===== config.mk =====
export PLATFORM = sky130hd
export DESIGN_NAME = pfs_port_a_pin_function_select
export DESIGN_NICKNAME = d
export VERILOG_FILES = /design/src/logic/pfs_pkg.sv /design/src/logic/pfs_port_a_pin_function_select.sv /design/src/logic/pfs_sync.sv /design/src/logic/pfs_pin_cell.sv
export SDC_FILE = /design/constraint.sdc
export NUM_CORES = 1
export LEC_CHECK = 0
export BUFFER_PORTS_ARGS = -buffer_cell sky130_fd_sc_hd__buf_2
export CORE_ASPECT_RATIO = 2
export CORE_MARGIN = 2
export CORE_UTILIZATION = 30
export DETAILED_ROUTE_END_ITERATION = 7
export MAX_ROUTING_LAYER = met4
export PLACE_DENSITY = 0.54
export SETUP_SLACK_MARGIN = 0.15
export SYNTH_ARGS = -nofsm -noshare
export SYNTH_HDL_FRONTEND = slang
export SYNTH_SLANG_ARGS = --single-unit
export TNS_END_PERCENT = 100

===== constraint.sdc =====
create_clock -name clock_i -period 1.4 [get_ports clock_i]
set_clock_uncertainty 0.1 [all_clocks]
set_input_delay 0.28 -clock clock_i [delete_from_list [all_inputs] [get_ports clock_i]]
set_output_delay 0.28 -clock clock_i [all_outputs]
set_load 0.005 [all_outputs]

===== src/logic/pfs_pkg.sv =====
// Shared constants, field layout and mode decoding for the port A pin mux
package pfs_pkg;

	// ==========================================================
	// Register bus geometry
	localparam int DATA_W = 16;
	localparam int ADDR_W = 4;
	localparam int MODE_W = 3;
	localparam int NUM_PINS = 5;

	// ==========================================================
	// Register offsets
	localparam logic [ADDR_W-1:0] OFS_LOW1 = 4'h0;
	localparam logic [ADDR_W-1:0] OFS_LOW3 = 4'h2;
	localparam logic [ADDR_W-1:0] OFS_LOW4 = 4'h4;

	// ==========================================================
	// Reset values
	localparam logic [DATA_W-1:0] LOW1_RST = 16'h0000;
	localparam logic [DATA_W-1:0] LOW3_RST = 16'h0000;
	localparam logic [DATA_W-1:0] LOW4_RST = 16'h0000;
	localparam logic [MODE_W-1:0] MODE_RST = 3'h0;
	localparam logic [DATA_W-1:0] RDATA_RST = 16'h0000;

	// ==========================================================
	// Field positions (low bit of each 3-bit mode field)
	localparam int PIN0_LSB = 0;
	localparam int PIN1_LSB = 4;
	localparam int PIN2_LSB = 8;
	localparam int PIN8_LSB = 0;
	localparam int PIN9_LSB = 4;

	// ==========================================================
	// Pin index within the pad and port vectors
	localparam int PIN0_IX = 0;
	localparam int PIN1_IX = 1;
	localparam int PIN2_IX = 2;
	localparam int PIN8_IX = 3;
	localparam int PIN9_IX = 4;

	// ==========================================================
	// Mode codes
	localparam logic [MODE_W-1:0] MD_PORT = 3'h0;
	localparam logic [MODE_W-1:0] MD_PERIPH_A = 3'h1;
	localparam logic [MODE_W-1:0] MD_IRQ = 3'h3;
	localparam logic [MODE_W-1:0] MD_SERIAL2 = 3'h6;
	localparam logic [MODE_W-1:0] MD_OUT_DISABLE = 3'h7;

	// Per-pin slot codes; MD_PORT in a slot means the slot is unused
	localparam logic [NUM_PINS-1:0][MODE_W-1:0] SLOT_A_CODES = {
		MD_PERIPH_A, MD_PERIPH_A, MD_PERIPH_A, MD_PERIPH_A, MD_PERIPH_A};
	localparam logic [NUM_PINS-1:0][MODE_W-1:0] SLOT_B_CODES = {
		MD_SERIAL2, MD_SERIAL2, MD_IRQ, MD_OUT_DISABLE, MD_OUT_DISABLE};
	localparam logic [NUM_PINS-1:0][MODE_W-1:0] SLOT_C_CODES = {
		MD_OUT_DISABLE, MD_PORT, MD_PORT, MD_PORT, MD_PORT};

	// ==========================================================
	// Function selected on a pin
	typedef enum logic [2:0] {
		PFS_FN_PORT,
		PFS_FN_A,
		PFS_FN_B,
		PFS_FN_C,
		PFS_FN_DEBUG
	} pfs_fn_t;

	// Debug overrides everything; unlisted codes fall back to port
	function automatic pfs_fn_t pfs_decode_fn(
		input logic [MODE_W-1:0] mode,
		input logic [MODE_W-1:0] code_a,
		input logic [MODE_W-1:0] code_b,
		input logic [MODE_W-1:0] code_c,
		input logic force_dbg
	);
		pfs_fn_t fn;
		fn = PFS_FN_PORT;
		if (force_dbg) begin
			fn = PFS_FN_DEBUG;
		end else if (mode == MD_PORT) begin
			fn = PFS_FN_PORT;
		end else if (mode == code_a) begin
			fn = PFS_FN_A;
		end else if (mode == code_b) begin
			fn = PFS_FN_B;
		end else if (mode == code_c) begin
			fn = PFS_FN_C;
		end
		return fn;
	endfunction : pfs_decode_fn

endpackage : pfs_pkg


===== src/logic/pfs_port_a_pin_function_select.sv =====
// Port A pin function select: registers, sync and five pin cells
//
// Operation
// RL1: Reserved bits always read back zero
// RL2: Software writes zero to reserved bits
// RL3: Software uses only listed mode codes
// RL4: Pin 2: port, serial0 clock, interrupt 0
// RL5: Pin 1: port, serial0 transmit, disable 1
// RL6: Pin 0: port, serial0 receive, disable 0
// RL7: Pin 9: port, timer D, serial2 tx, disable 8
// RL8: Debugger attached forces pin 9 debug out
// RL9: Pin 8: port, timer C, serial2 receive
// RL10: Debugger attached forces pin 8 debug in
// RL11: Fourth register entirely reserved, reads zero
// RL12: All mode fields reset to port
// RL13: New routing after write, glitch free
//
// Pads change two edges after a mode write
// Peripherals see a pad level three edges late
// Prohibited codes behave as port; idle inputs read 0
// Mode fields stay writable while the debugger holds pins
`timescale 1ns/1ps

module pfs_port_a_pin_function_select (
	input wire logic clock_i,
	input wire logic rst_n_i,
	// Register port
	input wire logic [3:0] reg_addr_i,
	input wire logic [15:0] reg_wdata_i,
	input wire logic reg_wr_i,
	input wire logic reg_rd_i,
	output logic [15:0] reg_rdata_o,
	// Pads, index order pin 0, 1, 2, 8, 9
	input wire logic [4:0] pad_in_i,
	output logic [4:0] pad_out_o,
	output logic [4:0] pad_oe_o,
	// General-purpose port side
	input wire logic [4:0] port_out_i,
	input wire logic [4:0] port_oe_i,
	output logic [4:0] port_in_o,
	// Debugger strap from a pin
	input wire logic debugger_attached_n_i,
	input wire logic debug_tdo_i,
	output logic debug_tdi_o,
	// Serial channel 0
	input wire logic serial0_clock_out_i,
	input wire logic serial0_clock_oe_i,
	output logic serial0_clock_in_o,
	input wire logic serial0_tx_i,
	output logic serial0_rx_o,
	// Serial channel 2
	input wire logic serial2_tx_i,
	output logic serial2_rx_o,
	// Interrupt, timer and output-disable inputs
	output logic ext_interrupt0_o,
	output logic timer_ext_clock_c_o,
	output logic timer_ext_clock_d_o,
	output logic out_disable_req0_o,
	output logic out_disable_req1_o,
	output logic out_disable_req8_o
);

	localparam int NP = pfs_pkg::NUM_PINS;
	localparam int MW = pfs_pkg::MODE_W;
	// Pins 8 and 9 sit above the three pins of the first register
	localparam int L3_BASE = pfs_pkg::PIN8_IX;

	// One flop set per register, so each has a single writer
	logic [2:0][MW-1:0] low1_mode_ff;
	logic [1:0][MW-1:0] low3_mode_ff;
	logic [NP-1:0][MW-1:0] mode_vec;
	logic wr_low1;
	logic wr_low3;
	logic [15:0] rdata_ff;
	logic [NP-1:0] pad_sync;
	logic dbg_att_n_sync;
	logic force_dbg;
	logic [NP-1:0][2:0] fn_out;
	logic [NP-1:0][2:0] fn_oe;
	logic [NP-1:0][2:0] fn_in;
	logic [NP-1:0] dbg_out;
	logic [NP-1:0] dbg_oe;
	logic [NP-1:0] dbg_in;
	logic [NP-1:0] force_vec;

	// ==========================================================
	// Read-back assembly
	// Unimplemented and reserved positions stay zero by construction
	function automatic logic [15:0] read_reg(
		input logic [3:0] addr,
		input logic [NP-1:0][MW-1:0] mode
	);
		logic [15:0] val;
		val = 16'h0000;
		unique case (addr)
			pfs_pkg::OFS_LOW1: begin
				val[pfs_pkg::PIN0_LSB +: MW] = mode[pfs_pkg::PIN0_IX];
				val[pfs_pkg::PIN1_LSB +: MW] = mode[pfs_pkg::PIN1_IX];
				val[pfs_pkg::PIN2_LSB +: MW] = mode[pfs_pkg::PIN2_IX];
			end
			pfs_pkg::OFS_LOW3: begin
				val[pfs_pkg::PIN8_LSB +: MW] = mode[pfs_pkg::PIN8_IX];
				val[pfs_pkg::PIN9_LSB +: MW] = mode[pfs_pkg::PIN9_IX];
			end
			pfs_pkg::OFS_LOW4: begin
				val = pfs_pkg::LOW4_RST;
			end
			default: begin
				val = 16'h0000;
			end
		endcase
		return val;
	endfunction : read_reg

	// Write decode shared by both mode registers
	function automatic logic write_hit(
		input logic wr,
		input logic [3:0] addr,
		input logic [3:0] ofs
	);
		return wr && (addr == ofs);
	endfunction : write_hit

	assign wr_low1 = write_hit(reg_wr_i, reg_addr_i, pfs_pkg::OFS_LOW1);
	assign wr_low3 = write_hit(reg_wr_i, reg_addr_i, pfs_pkg::OFS_LOW3);
	assign mode_vec = {low3_mode_ff, low1_mode_ff};

	// ==========================================================
	// Mode fields of the first register
	always_ff @(posedge clock_i) begin
		if (!rst_n_i) begin
			// RL12 Port after reset
			low1_mode_ff[pfs_pkg::PIN0_IX] <=
				pfs_pkg::LOW1_RST[pfs_pkg::PIN0_LSB +: MW];
			low1_mode_ff[pfs_pkg::PIN1_IX] <=
				pfs_pkg::LOW1_RST[pfs_pkg::PIN1_LSB +: MW];
			low1_mode_ff[pfs_pkg::PIN2_IX] <=
				pfs_pkg::LOW1_RST[pfs_pkg::PIN2_LSB +: MW];
		end else if (wr_low1) begin
			// RL1 Reserved bits not stored
			low1_mode_ff[pfs_pkg::PIN0_IX] <=
				reg_wdata_i[pfs_pkg::PIN0_LSB +: MW];
			low1_mode_ff[pfs_pkg::PIN1_IX] <=
				reg_wdata_i[pfs_pkg::PIN1_LSB +: MW];
			low1_mode_ff[pfs_pkg::PIN2_IX] <=
				reg_wdata_i[pfs_pkg::PIN2_LSB +: MW];
		end
	end

	// ==========================================================
	// Mode fields of the third register
	always_ff @(posedge clock_i) begin
		if (!rst_n_i) begin
			// RL12 Port after reset
			low3_mode_ff[pfs_pkg::PIN8_IX - L3_BASE] <=
				pfs_pkg::LOW3_RST[pfs_pkg::PIN8_LSB +: MW];
			low3_mode_ff[pfs_pkg::PIN9_IX - L3_BASE] <=
				pfs_pkg::LOW3_RST[pfs_pkg::PIN9_LSB +: MW];
		end else if (wr_low3) begin
			// RL1 Reserved bits not stored
			low3_mode_ff[pfs_pkg::PIN8_IX - L3_BASE] <=
				reg_wdata_i[pfs_pkg::PIN8_LSB +: MW];
			low3_mode_ff[pfs_pkg::PIN9_IX - L3_BASE] <=
				reg_wdata_i[pfs_pkg::PIN9_LSB +: MW];
		end
	end

	// ==========================================================
	// Read data, valid only in the cycle after the strobe
	// Cleared between reads so stale data never lingers
	always_ff @(posedge clock_i) begin
		if (!rst_n_i) begin
			rdata_ff <= pfs_pkg::RDATA_RST;
		end else if (reg_rd_i) begin
			// RL11 Fourth register reads zero
			rdata_ff <= read_reg(reg_addr_i, mode_vec);
		end else begin
			rdata_ff <= pfs_pkg::RDATA_RST;
		end
	end

	assign reg_rdata_o = rdata_ff;

	// ==========================================================
	// Input synchronisers
	// Pads and the strap are asynchronous to this clock
	pfs_sync #(
		.W(NP),
		.RST_VAL(5'h00)
	) u_pad_sync (
		.clock_i(clock_i),
		.rst_n_i(rst_n_i),
		.async_i(pad_in_i),
		.sync_o(pad_sync)
	);

	// Resets to not attached so pins 8 and 9 start as port
	pfs_sync #(
		.W(1),
		.RST_VAL(1'b1)
	) u_dbg_sync (
		.clock_i(clock_i),
		.rst_n_i(rst_n_i),
		.async_i(debugger_attached_n_i),
		.sync_o(dbg_att_n_sync)
	);

	assign force_dbg = ~dbg_att_n_sync;
	assign port_in_o = pad_sync;

	// ==========================================================
	// Slot wiring toward the pads
	always_comb begin
		fn_out = '0;
		fn_oe = '0;
		dbg_out = '0;
		dbg_oe = '0;
		force_vec = '0;
		// RL6 Receive and disable are inputs only
		fn_oe[pfs_pkg::PIN0_IX] = 3'h0;
		// RL5 Transmit drives the pad
		fn_out[pfs_pkg::PIN1_IX][0] = serial0_tx_i;
		fn_oe[pfs_pkg::PIN1_IX][0] = 1'b1;
		// RL4 Serial clock is two-way
		fn_out[pfs_pkg::PIN2_IX][0] = serial0_clock_out_i;
		fn_oe[pfs_pkg::PIN2_IX][0] = serial0_clock_oe_i;
		// RL9 Timer and receive inputs only
		fn_oe[pfs_pkg::PIN8_IX] = 3'h0;
		// RL10 Debug data in overrides pin 8
		force_vec[pfs_pkg::PIN8_IX] = force_dbg;
		dbg_oe[pfs_pkg::PIN8_IX] = 1'b0;
		// RL7 Serial 2 transmit drives the pad
		fn_out[pfs_pkg::PIN9_IX][1] = serial2_tx_i;
		fn_oe[pfs_pkg::PIN9_IX][1] = 1'b1;
		// RL8 Debug data out overrides pin 9
		force_vec[pfs_pkg::PIN9_IX] = force_dbg;
		dbg_out[pfs_pkg::PIN9_IX] = debug_tdo_i;
		dbg_oe[pfs_pkg::PIN9_IX] = 1'b1;
	end

	// ==========================================================
	// Pin cells
	// Each cell registers both directions, so a switch is glitch free
	for (genvar i = 0; i < NP; i++) begin : g_pin
		pfs_pin_cell #(
			.CODE_A(pfs_pkg::SLOT_A_CODES[i]),
			.CODE_B(pfs_pkg::SLOT_B_CODES[i]),
			.CODE_C(pfs_pkg::SLOT_C_CODES[i])
		) u_cell (
			.clock_i(clock_i),
			.rst_n_i(rst_n_i),
			.mode_i(mode_vec[i]),
			.force_dbg_i(force_vec[i]),
			.pad_in_i(pad_sync[i]),
			.port_out_i(port_out_i[i]),
			.port_oe_i(port_oe_i[i]),
			.fn_out_i(fn_out[i]),
			.fn_oe_i(fn_oe[i]),
			.dbg_out_i(dbg_out[i]),
			.dbg_oe_i(dbg_oe[i]),
			.pad_out_o(pad_out_o[i]),
			.pad_oe_o(pad_oe_o[i]),
			.fn_in_o(fn_in[i]),
			.dbg_in_o(dbg_in[i])
		);
	end

	// ==========================================================
	// Peripheral inputs, each a flop inside its cell
	// Slot outputs with no peripheral behind them stay unread
	// RL6 Pin 0 receive and disable 0
	assign serial0_rx_o = fn_in[pfs_pkg::PIN0_IX][0];
	assign out_disable_req0_o = fn_in[pfs_pkg::PIN0_IX][1];
	// RL5 Pin 1 disable 1
	assign out_disable_req1_o = fn_in[pfs_pkg::PIN1_IX][1];
	// RL4 Pin 2 clock in and interrupt 0
	assign serial0_clock_in_o = fn_in[pfs_pkg::PIN2_IX][0];
	assign ext_interrupt0_o = fn_in[pfs_pkg::PIN2_IX][1];
	// RL9 Pin 8 timer C and serial 2 receive
	assign timer_ext_clock_c_o = fn_in[pfs_pkg::PIN8_IX][0];
	assign serial2_rx_o = fn_in[pfs_pkg::PIN8_IX][1];
	// RL10 Pin 8 debug data in
	assign debug_tdi_o = dbg_in[pfs_pkg::PIN8_IX];
	// RL7 Pin 9 timer D and disable 8
	assign timer_ext_clock_d_o = fn_in[pfs_pkg::PIN9_IX][0];
	assign out_disable_req8_o = fn_in[pfs_pkg::PIN9_IX][2];

endmodule : pfs_port_a_pin_function_select


===== src/logic/pfs_sync.sv =====
// Two-stage synchroniser for pad and strap inputs
`timescale 1ns/1ps

module pfs_sync #(
	parameter int W = 1,
	parameter logic [W-1:0] RST_VAL = '0
) (
	input wire logic clock_i,
	input wire logic rst_n_i,
	input wire logic [W-1:0] async_i,
	output logic [W-1:0] sync_o
);

	logic [W-1:0] meta_ff;
	logic [W-1:0] sync_ff;

	// ==========================================================
	// First stage feeds only the second
	always_ff @(posedge clock_i) begin
		if (!rst_n_i) begin
			meta_ff <= RST_VAL;
			sync_ff <= RST_VAL;
		end else begin
			meta_ff <= async_i;
			sync_ff <= meta_ff;
		end
	end

	assign sync_o = sync_ff;

endmodule : pfs_sync


===== src/logic/pfs_pin_cell.sv =====
// One pad's function mux with registered pad and peripheral sides
`timescale 1ns/1ps

module pfs_pin_cell #(
	parameter logic [2:0] CODE_A = 3'h1,
	parameter logic [2:0] CODE_B = 3'h7,
	parameter logic [2:0] CODE_C = 3'h0
) (
	input wire logic clock_i,
	input wire logic rst_n_i,
	input wire logic [2:0] mode_i,
	input wire logic force_dbg_i,
	input wire logic pad_in_i,
	input wire logic port_out_i,
	input wire logic port_oe_i,
	input wire logic [2:0] fn_out_i,
	input wire logic [2:0] fn_oe_i,
	input wire logic dbg_out_i,
	input wire logic dbg_oe_i,
	output logic pad_out_o,
	output logic pad_oe_o,
	output logic [2:0] fn_in_o,
	output logic dbg_in_o
);

	pfs_pkg::pfs_fn_t sel;
	logic pad_out_ff;
	logic pad_oe_ff;
	logic [2:0] fn_in_ff;
	logic dbg_in_ff;
	logic nxt_pad_out;
	logic nxt_pad_oe;

	// RL13 Decode from held mode
	assign sel = pfs_pkg::pfs_decode_fn(mode_i, CODE_A, CODE_B, CODE_C,
		force_dbg_i);

	// ==========================================================
	// Pad drive
	always_comb begin
		nxt_pad_out = 1'b0;
		nxt_pad_oe = 1'b0;
		unique case (sel)
			pfs_pkg::PFS_FN_PORT: begin
				nxt_pad_out = port_out_i;
				nxt_pad_oe = port_oe_i;
			end
			pfs_pkg::PFS_FN_A: begin
				nxt_pad_out = fn_out_i[0];
				nxt_pad_oe = fn_oe_i[0];
			end
			pfs_pkg::PFS_FN_B: begin
				nxt_pad_out = fn_out_i[1];
				nxt_pad_oe = fn_oe_i[1];
			end
			pfs_pkg::PFS_FN_C: begin
				nxt_pad_out = fn_out_i[2];
				nxt_pad_oe = fn_oe_i[2];
			end
			pfs_pkg::PFS_FN_DEBUG: begin
				nxt_pad_out = dbg_out_i;
				nxt_pad_oe = dbg_oe_i;
			end
		endcase
	end

	// RL13 Registered so no glitch
	always_ff @(posedge clock_i) begin
		if (!rst_n_i) begin
			pad_out_ff <= 1'b0;
			pad_oe_ff <= 1'b0;
		end else begin
			pad_out_ff <= nxt_pad_out;
			pad_oe_ff <= nxt_pad_oe;
		end
	end

	// ==========================================================
	// Peripheral inputs; deselected ones sit at zero
	always_ff @(posedge clock_i) begin
		if (!rst_n_i) begin
			fn_in_ff <= 3'h0;
			dbg_in_ff <= 1'b0;
		end else begin
			fn_in_ff[0] <= (sel == pfs_pkg::PFS_FN_A) & pad_in_i;
			fn_in_ff[1] <= (sel == pfs_pkg::PFS_FN_B) & pad_in_i;
			fn_in_ff[2] <= (sel == pfs_pkg::PFS_FN_C) & pad_in_i;
			dbg_in_ff <= (sel == pfs_pkg::PFS_FN_DEBUG) & pad_in_i;
		end
	end

	assign pad_out_o = pad_out_ff;
	assign pad_oe_o = pad_oe_ff;
	assign fn_in_o = fn_in_ff;
	assign dbg_in_o = dbg_in_ff;

endmodule : pfs_pin_cell


==> results of run 1 <==
## worst max-delay path, delay by kind of cell, from the launching register on
| kind | cells | cell delay [ps] |
|---|---|---|
| flip-flops | 1 | 330 |
| AND/OR/NAND/NOR | 2 | 540 |
| AO/OA/AOI/OAI | 1 | 160 |
## stage by stage
stage / setup WS (ps) / cell area [um^2] / std cells / hold slack [ps]
finish: 170 / 2700 / 372 / 78.0
floorplan: 158 / 2160 / 221 / 257
global placement: 29.3 / 2510 / 362 / 298
global route: 139 / 2700 / 372 / 80.6
detailed placement: 0.985 / 2510 / 362 / 298
CTS: 157 / 2690 / 372 / 73.9
## cell families (layout without fill, tap and decap cells)
| group | after synthesis | in the layout | synth area share [%] |
|---|---|---|---|
| adder cells (fa/ha/maj) | 3 | 3 | 1.76 |
| buffers and inverters | 32 | 93 | 9.54 |
| AND/OR/NAND/NOR | 88 | 88 | 22.1 |
| AO/OA/AOI/OAI | 20 | 20 | 6.97 |
| other | 1 | 7 | 0.175 |
| multiplexers | 15 | 15 | 7.03 |
| flip-flops | 56 | 56 | 52.5 |
## what timing repair did
item | 4_1_cts | 5_1_grt
pin swaps | 3 | 3
setup buffers | 2 | 0
gates resized for setup | 4 | 6
hold endpoints to repair | 0 | 0
endpoints found under the setup margin | 3 | 5
## layout by cell type (no fill, tap or decap), types with 2 or more instances in the layout
master | synthesis | final
a21oi_1 | 5 | 5
a22o_1 | 5 | 5
and2_1 | 14 | 14
and3_1 | 3 | 2
and4b_1 | 3 | 3
buf_2 | 1 | 71
buf_4 | 22 | 9
clkbuf_16 | 0 | 5
conb_1 | 1 | 7
dfxtp_1 | 56 | 49
dfxtp_2 | 0 | 6
ha_1 | 3 | 3
inv_1 | 4 | 4
mux2i_1 | 15 | 15
nand2_1 | 34 | 34
nand2b_1 | 4 | 4
nand3_1 | 7 | 7
nor2_1 | 8 | 7
nor2b_1 | 2 | 2
nor3_1 | 3 | 3
o21ai_0 | 2 | 2
or3b_4 | 0 | 2
## worst max-delay path by stage
| stage | cells past startpoint | slack [ps] | end | start |
|---|---|---|---|---|
| 2_1_floorplan | 3 | 160 | g_pin[4].u_cell.pad_out_o$_SDFF_PN0_ | low3_mode_ff[4]$_SDFFE_PN0P_ |
| 3_3_place_gp | 5 | 30 | reg_rdata_o[4]$_SDFF_PN0_ | reg_addr_i[2] |
| 3_5_place_dp | 5 | 1 | reg_rdata_o[6]$_SDFF_PN0_ | reg_addr_i[2] |
| 4_1_cts | 3 | 160 | g_pin[0].u_cell.pad_out_o$_SDFF_PP0_ | low1_mode_ff[2]$_SDFFE_PN0P_ |
| 5_1_grt | 3 | 140 | g_pin[4].u_cell.pad_out_o$_SDFF_PN0_ | low3_mode_ff[3]$_SDFFE_PN0P_ |
| 6_report | 3 | 170 | g_pin[3].u_cell.pad_oe_o$_SDFF_PP0_ | low3_mode_ff[2]$_SDFFE_PN0P_ |
## area by class of cell
type	count	area [um^2]	share of cell area, %
Timing Repair Buffer	81	443	16.4
Clock inverter	1	7.51	0.278
Clock buffer	7	143	5.28
Inverter	4	15.0	0.556
Tap cell	90	113	4.17
Multi-Input combinational cell	133	847	31.4
Sequential cell	56	1130	41.9
## power groups by stage
stage          combinational (mW)  sequential, mW  clock [mW]
5_1_grt                     0.214            1.65        1.35
3_3_place_gp                0.189            1.69           0
2_1_floorplan               0.131            1.68           0
4_1_cts                     0.195            1.65        1.29
6_report                    0.192            1.65        1.24
3_5_place_dp                0.192            1.69           0
## layer usage
layer / share of wire, % / GRT usage (%) / vias up
li1: - / - / 822
met2: 54 / 20.9 / 45
met4: 2.5 / 6.93 / 0
met1: 38 / 12.2 / 703
met5: 0 / - / -
met3: 4.9 / 2.46 / 6
## sequential cells by signal (all words and copies together) (netlist names)
| signal | cells |
|---|---|
| g_pin.u_cell.fn_in_o | 9 |
| low1_mode_ff | 9 |
| reg_rdata_o | 9 |
| low3_mode_ff | 6 |
| g_pin.u_cell.pad_oe_o | 5 |
| g_pin.u_cell.pad_out_o | 5 |
| u_pad_sync.meta_ff | 5 |
| u_pad_sync.sync_o | 5 |
| g_pin.u_cell.dbg_in_o | 1 |
| u_dbg_sync.meta_ff | 1 |
| u_dbg_sync.sync_o | 1 |
==> results by group, run 1 <==
Status
  • Status: complete, no violations

Drt
  • Drt pass-1 iters: 4
  • Initial DRC count: 69
  • Final WL: 4480 um
  • Vias per cell: 4.24
  • Routed Antenna Nets: 0
  • Avg WL per Cell: 12.0 um
  • Vias: 1576
  • DRC: 0

Clocking
  • Clk buf depth: 2
  • CTS sink count: 56
  • Clock Latency Late Sink: 290 ps
  • CTS tree: built
  • H-tree Lvls: 2
  • CTS clk-pin slew, worst paths: 70 ps
  • Clock root buffer: clkbuf_16
  • CTS hold repair buffers: 0
  • CTS Buf Count: 5

Synth
  • Most frequent cell after synthesis: dfxtp_1
  • Register bit count reported by yosys: 56
  • Synth top cells by count: dfxtp_1, nand2_1, buf_4
  • Yosys warning count: 0
  • Ys flop type: dfxtp_1
  • Syn Inst Count: 215
  • Async SR Flop Fraction: 0%
  • Share of the synthesized area in the top cell type: 52.5%
  • Sequential area share after synthesis: 52.5%
  • Post-synth cell types: 37
  • Post-synthesis cell area: 0.00214 mm^2
  • Post-synth EDFFs: 0
  • Top post-synthesis cells by area: dfxtp_1, buf_4, mux2i_1, nand2_1, and2_1
  • Post-synthesis average cell area: 9.94 um^2
  • Cell taking the most area after synthesis: dfxtp_1

Critical path
  • Critical Path RT: 1480 ps
  • Crit. End Element: flip-flop
  • FF-to-FF End: g_pin[3].u_cell.pad_oe_o$_SDFF_PP0_
  • Crit path cell chain: or3b_4 -> o2111a_1 -> and2_1
  • CP Launch Type: flip-flop
  • Cells on worst reg2reg path: 3
  • Register-to-register setup slack: 170 ps
  • Reg2reg start: low3_mode_ff[2]$_SDFFE_PN0P_
  • Max stage delay on crit path: 390 ps
  • Max Fanout on Critical Path: 2
  • CP max-delay cell: or3b_4
  • Arrival time at the worst endpoint: 1310 ps
  • Critical setup path kind: reg2reg

Floorplan
  • Row count: 43
  • Die W: 63.7 um
  • Core area: 0.00694 mm^2
  • Initial Util: 30.8%
  • # IOs: 86
  • Die area: 0.00786 mm^2
  • Die height: 123 um

STA
  • Unrepaired setup endpoints after global routing: yes
  • Setup TNS: 0 ps
  • F_max: 813 MHz
  • Min Clock Period, post-route: 1230 ps
  • Max-slew violations: 0
  • Period Utilization, post-route: 87.8%
  • Setup Viol. Count Final: 0
  • Hold Vio Cnt, Final: 0

Pwr
  • Combinational group share of total power: 6.2%
  • Leakage power: 1.33 nW
  • Switch share: 20.6%
  • Final Power: 3.08 mW
  • Pint: 2.44 mW
  • Psw: 633 uW
  • Pwr Density: 1140 mW/mm^2
  • Seq pwr share: 53.6%
  • Clock power share: 40.2%
  • Peak supply drop: 0.494 mV

Global route
  • Total gr overflow: 0
  • Total track usage: 11.9%
  • Initial antenna violation count: 0
  • Vias in the first global route: 1430
  • First-pass GRT wire length: 6820 um
  • Largest net degree at the start of global routing: 51

Flow run
  • Max_cap viols: 0

Finish
  • # fillers: 714
  • Ant diodes: 0
  • # nets final: 329
  • Area Growth Syn to Fin: 26.3%
  • Share of cells above drive strength 1: 36.9%
  • Fin util: 38.9%

Placed design
  • Gpl congestion: 0.725
  • Port Buffers: 71
  • Hpwl dp: 3450 um

Worst hold path
  • Worst min-delay path class: in2reg
  • Hold path cells: 2
  • Hold Path Sink: u_dbg_sync.meta_ff$_SDFF_PN1_
  • HP Start: debugger_attached_n_i
Power figures use the tool's default switching activity.
==> inputs of run 2 (changes only) <==
--- a/config.mk
+++ b/config.mk
@@ -10,7 +10,6 @@
 export CORE_MARGIN = 2
 export CORE_UTILIZATION = 30
 export DETAILED_ROUTE_END_ITERATION = 7
-export MAX_ROUTING_LAYER = met4
 export PLACE_DENSITY = 0.54
 export SETUP_SLACK_MARGIN = 0.15
 export SYNTH_ARGS = -nofsm -noshare
==> run 2 against run 1 <==
  * Setup slack better by 0.82 ps
  * Worst hold slack improved by 1.4 ps
  * Cell count did not move
  * Count of clock-buffer cells in the layout stayed put
  * Die area did not move
  * Core utilization stayed put
  * Via count down 0.38%
  * First-iteration DRC count decreased by 14%
  * Non-clock buffer count unchanged
  * Maximum frequency is essentially flat
  * Sequential cell count did not move
  * Critical endpoint unchanged
==> results by group, run 2 (synthesized netlist as in run 1, its figures left out) <==
Global route
  • Total gr overflow: 0
  • Largest net degree at the start of global routing: 51
  • Met1 Use GR: 12.1%
  • GRT busiest layer: met2
  • Total track usage: 11.6%
  • Met3 usage: 2.64%
  • Initial antenna violation count: 0
  • First-pass GRT wire length: 6820 um
  • Grt met2 use: 20.8%
  • Vias in the first global route: 1428

Critical path
  • CP Launch Type: flip-flop
  • Max Fanout on Critical Path: 2
  • Max stage delay on crit path: 390 ps
  • Arrival time at the worst endpoint: 1310 ps
  • CP max-delay cell: or3b_4
  • Critical Path RT: 1480 ps
  • Kind of cell adding the most delay to the critical path: simple AND/OR/NAND/NOR gates
  • Crit path cell chain: or3b_4 -> o2111a_1 -> and2_1
  • Worst path bufs/invs: 0
  • Critical setup path kind: reg2reg
  • Crit. End Element: flip-flop

Clocking
  • CTS hold repair buffers: 0
  • Clock Latency Late Sink: 290 ps
  • CTS tree: built
  • CTS sink count: 56
  • CTS clk-pin slew, worst paths: 70 ps
  • H-tree Lvls: 2
  • Clock root buffer: clkbuf_16
  • Clk buf depth: 2
  • CTS Buf Count: 5

Finish
  • Most frequent cells in the layout: buf_2, dfxtp_1, nand2_1, mux2i_1, and2_1
  • Share of cells above drive strength 1: 36.9%
  • Fin util: 38.9%
  • Post-route cell area: 0.00270 mm^2
  • Commonest non-fill, non-tap cell in the layout: buf_2
  • Ant diodes: 0
  • # nets final: 329
  • Area Growth Syn to Fin: 26.3%

Placed design
  • Placed cell areas: 0.00251 mm^2
  • Gpl congestion: 0.717
  • Port Buffers: 71
  • Pre-CTS setup slack: 0.985 ps
  • Hpwl dp: 3450 um

Pwr
  • Combinational group share of total power: 6.2%
  • Pint: 2.44 mW
  • Final Power: 3.08 mW
  • Pwr Density: 1140 mW/mm^2
  • Psw: 632 uW
  • Switch share: 20.6%
  • Seq pwr share: 53.6%
  • Clock power share: 40.2%
  • Leakage power: 1.33 nW
  • Peak supply drop: 0.494 mV

Floorplan
  • Initial Util: 30.8%
  • Row count: 43
  • Die W: 63.7 um
  • Die height: 123 um
  • # IOs: 86
  • Die area: 0.00786 mm^2
  • Core area: 0.00694 mm^2

Flow run
  • Max_cap viols: 0

Drt
  • Routed Antenna Nets: 0
  • Initial DRC count: 59
  • Avg WL per Cell: 12.0 um
  • Drt pass-1 iters: 4
  • Vias per cell: 4.22
  • Final WL: 4470 um
  • Vias: 1570
  • DRC: 0

STA
  • F_max: 814 MHz
  • Hold Vio Cnt, Final: 0
  • Min Clock Period, post-route: 1230 ps
  • Setup Viol. Count Final: 0
  • Max-slew violations: 0
  • Unrepaired setup endpoints after global routing: yes
  • Setup TNS: 0 ps
  • Slack of the critical path: 171 ps
  • Period Utilization, post-route: 87.8%

Worst hold path
  • Worst min-delay path class: in2reg

Status
  • Status: complete, no violations
-- run 2: cell counts in the layout (fill, tap and decap cells not counted) --
No cell type changed its count.
-- run 2: layout make-up --
cell class,instances,area (um^2)
well taps,90,113
repair buffers,81,443
inverters,4,15.0
clock inverters,1,7.51
flip-flops and latches,56,1130
multi-input cells,133,847
clock buffers,7,143
fillers,714,4240
-- run 2: per-stage QoR --
step                      cells  hold slack (ps)
after floorplan             221              257
after global placement      362              298
after detailed placement    362              298
after CTS                   372             73.9
after global routing        372             80.6
final                       372             79.4
-- run 2: final timing paths --
check | start | to | slack (ps) | cells after the start
min reg2reg | u_dbg_sync.meta_ff$_SDFF_PN1_ | u_dbg_sync.sync_o$_SDFF_PN1_ | 310 | 1
max | low3_mode_ff[2]$_SDFFE_PN0P_ | g_pin[3].u_cell.pad_oe_o$_SDFF_PP0_ | 170 | 3
min | debugger_attached_n_i | u_dbg_sync.meta_ff$_SDFF_PN1_ | 80 | 2
max reg2reg | low3_mode_ff[2]$_SDFFE_PN0P_ | g_pin[3].u_cell.pad_oe_o$_SDFF_PP0_ | 170 | 3
-- run 2: power groups by stage --
stage | registers, mW | clock network, mW | logic (mW)
global placement | 1.69 | 0 | 0.189
detailed placement | 1.69 | 0 | 0.192
finish | 1.65 | 1.24 | 0.192
CTS | 1.65 | 1.29 | 0.195
floorplan | 1.68 | 0 | 0.131
global route | 1.65 | 1.35 | 0.214
-- run 2: what timing repair did --
action / 4_1_cts / 5_1_grt
setup endpoints to repair: 3 / 5
gates resized for setup: 4 / 6
pin swaps: 3 / 3
gates cloned: 0 / 0
setup buffers: 2 / 0
-- run 2: layer usage --
layer	share of wire, %	vias to the layer above
met5	0	-
met1	38	699
met4	2.6	0
li1	-	820
met2	54	45
met3	5.2	6
==> inputs of run 3 (changes only) <==
--- a/config.mk
+++ b/config.mk
@@ -8,9 +8,9 @@
 export BUFFER_PORTS_ARGS = -buffer_cell sky130_fd_sc_hd__buf_2
 export CORE_ASPECT_RATIO = 2
 export CORE_MARGIN = 2
-export CORE_UTILIZATION = 30
+export CORE_UTILIZATION = 47
 export DETAILED_ROUTE_END_ITERATION = 7
-export PLACE_DENSITY = 0.54
+export PLACE_DENSITY = 0.78
 export SETUP_SLACK_MARGIN = 0.15
 export SYNTH_ARGS = -nofsm -noshare
 export SYNTH_HDL_FRONTEND = slang
==> run 3 against run 2 <==
  * Combinational power barely moved
  * Clock power fell by 31%
  * Wire length fell by 9.6%
  * Maximum frequency fell by 0.17%
  * Critical path depth did not move
  * Critical endpoint is now g_pin[4].u_cell.pad_out_o$_SDFF_PN0_
  * Global-route usage rose by 5.4 points
  * Worst hold slack got worse by 28 ps
  * Critical path type unchanged
  * First-iteration DRC count fell by 54%
  * Sequential cell count did not move
  * Via count rose by 4.1%
  * Sequential share of layout area rose by 1.3 points
  * Count of clock-buffer cells in the layout fell by 2
==> results by group, run 3 (synthesized netlist as in run 1, its figures left out) <==
Drt
  • Drt pass-1 iters: 4
  • Vias: 1635
  • Avg WL per Cell: 12.0 um
  • Final WL: 4040 um
  • Routed Antenna Nets: 0
  • Initial DRC count: 27
  • DRC: 0
  • Vias per cell: 4.85

Critical path
  • CP Launch Type: flip-flop
  • Reg2reg start: low3_mode_ff[5]$_SDFFE_PN0P_
  • Crit. End Element: flip-flop
  • CP max-delay cell: or3b_4
  • Max Fanout on Critical Path: 3
  • Kind of cell adding the most delay to the critical path: simple AND/OR/NAND/NOR gates
  • Crit path cell chain: or3b_4 -> and4b_1 -> a211oi_2
  • Max stage delay on crit path: 400 ps
  • CP startpoint: low3_mode_ff[5]$_SDFFE_PN0P_
  • Worst path bufs/invs: 0
  • Critical setup path kind: reg2reg
  • Critical Path RT: 1530 ps
  • Arrival time at the worst endpoint: 1360 ps

Clocking
  • CTS tree: built
  • CTS clk-pin slew, worst paths: 100 ps
  • Clock root buffer: clkbuf_8
  • CTS sink count: 56
  • Clock Latency Late Sink: 300 ps
  • Clk buf depth: 2
  • CTS Buf Count: 5
  • H-tree Lvls: 2

Finish
  • Fin util: 59.7%
  • Final Non-Filler Cells: 337
  • # fillers: 400
  • Area Growth Syn to Fin: 22.5%
  • Most frequent cells in the layout: buf_2, dfxtp_1, nand2_1, mux2i_1, and2_1
  • Share of cells above drive strength 1: 39.2%
  • Commonest non-fill, non-tap cell in the layout: buf_2
  • # nets final: 330
  • Sequential cell area: 0.00113 mm^2
  • Ant diodes: 0
  • Area of the multi-input gates: 862 um^2
  • Post-route cell area: 0.00262 mm^2

Placed design
  • Hpwl dp: 3080 um
  • Placed cell areas: 0.00247 mm^2
  • Placed cells: 326
  • Port Buffers: 71
  • Gpl congestion: 0.834

Floorplan
  • Initial Util: 48.8%
  • Row count: 34
  • Die area: 0.00513 mm^2
  • Die height: 99.4 um
  • # IOs: 86
  • Die W: 51.7 um
  • Core area: 0.00438 mm^2

STA
  • Max-slew violations: 0
  • Unrepaired setup endpoints after global routing: yes
  • Hold Vio Cnt, Final: 0
  • Setup Viol. Count Final: 0
  • Setup TNS: 0 ps
  • F_max: 812 MHz
  • Min Clock Period, post-route: 1230 ps
  • Period Utilization, post-route: 87.9%

Pwr
  • Peak supply drop: 0.621 mV
  • Clock power share: 31.8%
  • Switch share: 22.5%
  • Psw: 607 uW
  • Combinational group share of total power: 7.1%
  • Pwr Density: 1030 mW/mm^2
  • Leakage power: 1.30 nW
  • Seq pwr share: 61.2%
  • Pint: 2.09 mW

Global route
  • First-pass GRT wire length: 6670 um
  • Total track usage: 17.0%
  • Largest net degree at the start of global routing: 51
  • Vias in the first global route: 1520
  • Initial antenna violation count: 0
  • Total gr overflow: 0

Worst hold path
  • HP Start: debugger_attached_n_i
  • Worst min-delay path class: in2reg

Flow run
  • Max_cap viols: 0

Status
  • Status: complete, no violations
[run 3: cell count changes in the layout (fill, tap and decap cells not counted), moves of 2 or more]
cell       change
clkbuf_16      -5
dfxtp_2        +3
dfxtp_1        -2
clkbuf_8       +4
[run 3: cell type report]
| class | count | share of cell area, % |
|---|---|---|
| Tap cell | 54 | 2.58 |
| Timing Repair Buffer | 82 | 17.2 |
| Inverter | 4 | 0.574 |
| Sequential cell | 56 | 43.3 |
| Clock buffer | 5 | 2.63 |
| Multi-Input combinational cell | 133 | 32.9 |
| Clock inverter | 3 | 0.813 |
[run 3: path summary, 6_finish.rpt]
| check | end | slack, ps | cells after the start |
|---|---|---|---|
| setup / recovery | g_pin[4].u_cell.pad_out_o$_SDFF_PN0_ | 170 | 3 |
| setup reg to reg | g_pin[4].u_cell.pad_out_o$_SDFF_PN0_ | 170 | 3 |
| hold reg to reg | u_dbg_sync.sync_o$_SDFF_PN1_ | 320 | 1 |
| hold / removal | u_dbg_sync.meta_ff$_SDFF_PN1_ | 50 | 2 |
[run 3: stage by stage]
| step | power (mW) | hold WS (ps) | worst slack (ps) |
|---|---|---|---|
| finish | 2.69 | 51.7 | 169 |
| global route | 2.81 | 51.0 | 122 |
| CTS | 2.72 | 46.8 | 151 |
| detailed placement | 1.87 | 296 | 63.2 |
| global placement | 1.87 | 293 | 92.8 |
| floorplan | 1.81 | 257 | 158 |
[run 3: power by group through the flow]
stage | Combinational [mW] | Sequential [mW] | Clock (mW)
floorplan | 0.131 | 1.68 | 0
global placement | 0.184 | 1.68 | 0
detailed placement | 0.188 | 1.69 | 0
CTS | 0.192 | 1.65 | 0.880
global route | 0.215 | 1.65 | 0.945
finish | 0.190 | 1.65 | 0.856
[run 3: timing repair]
item | CTS | global route
pin swaps | 3 | 3
setup endpoints to repair | 5 | 5
setup buffers | 3 | 0
gates resized for setup | 8 | 6
hold buffers | 0 | 0
gates cloned | 0 | 0
[run 3: layer usage]
| metal | global-route usage [%] | part of all wire, % |
|---|---|---|
| met1 | 17.8 | 38 |
| met2 | 30.4 | 55 |
| met3 | 3.00 | 3.9 |
| met4 | 9.92 | 2.6 |
| met5 | 0 | 0 |
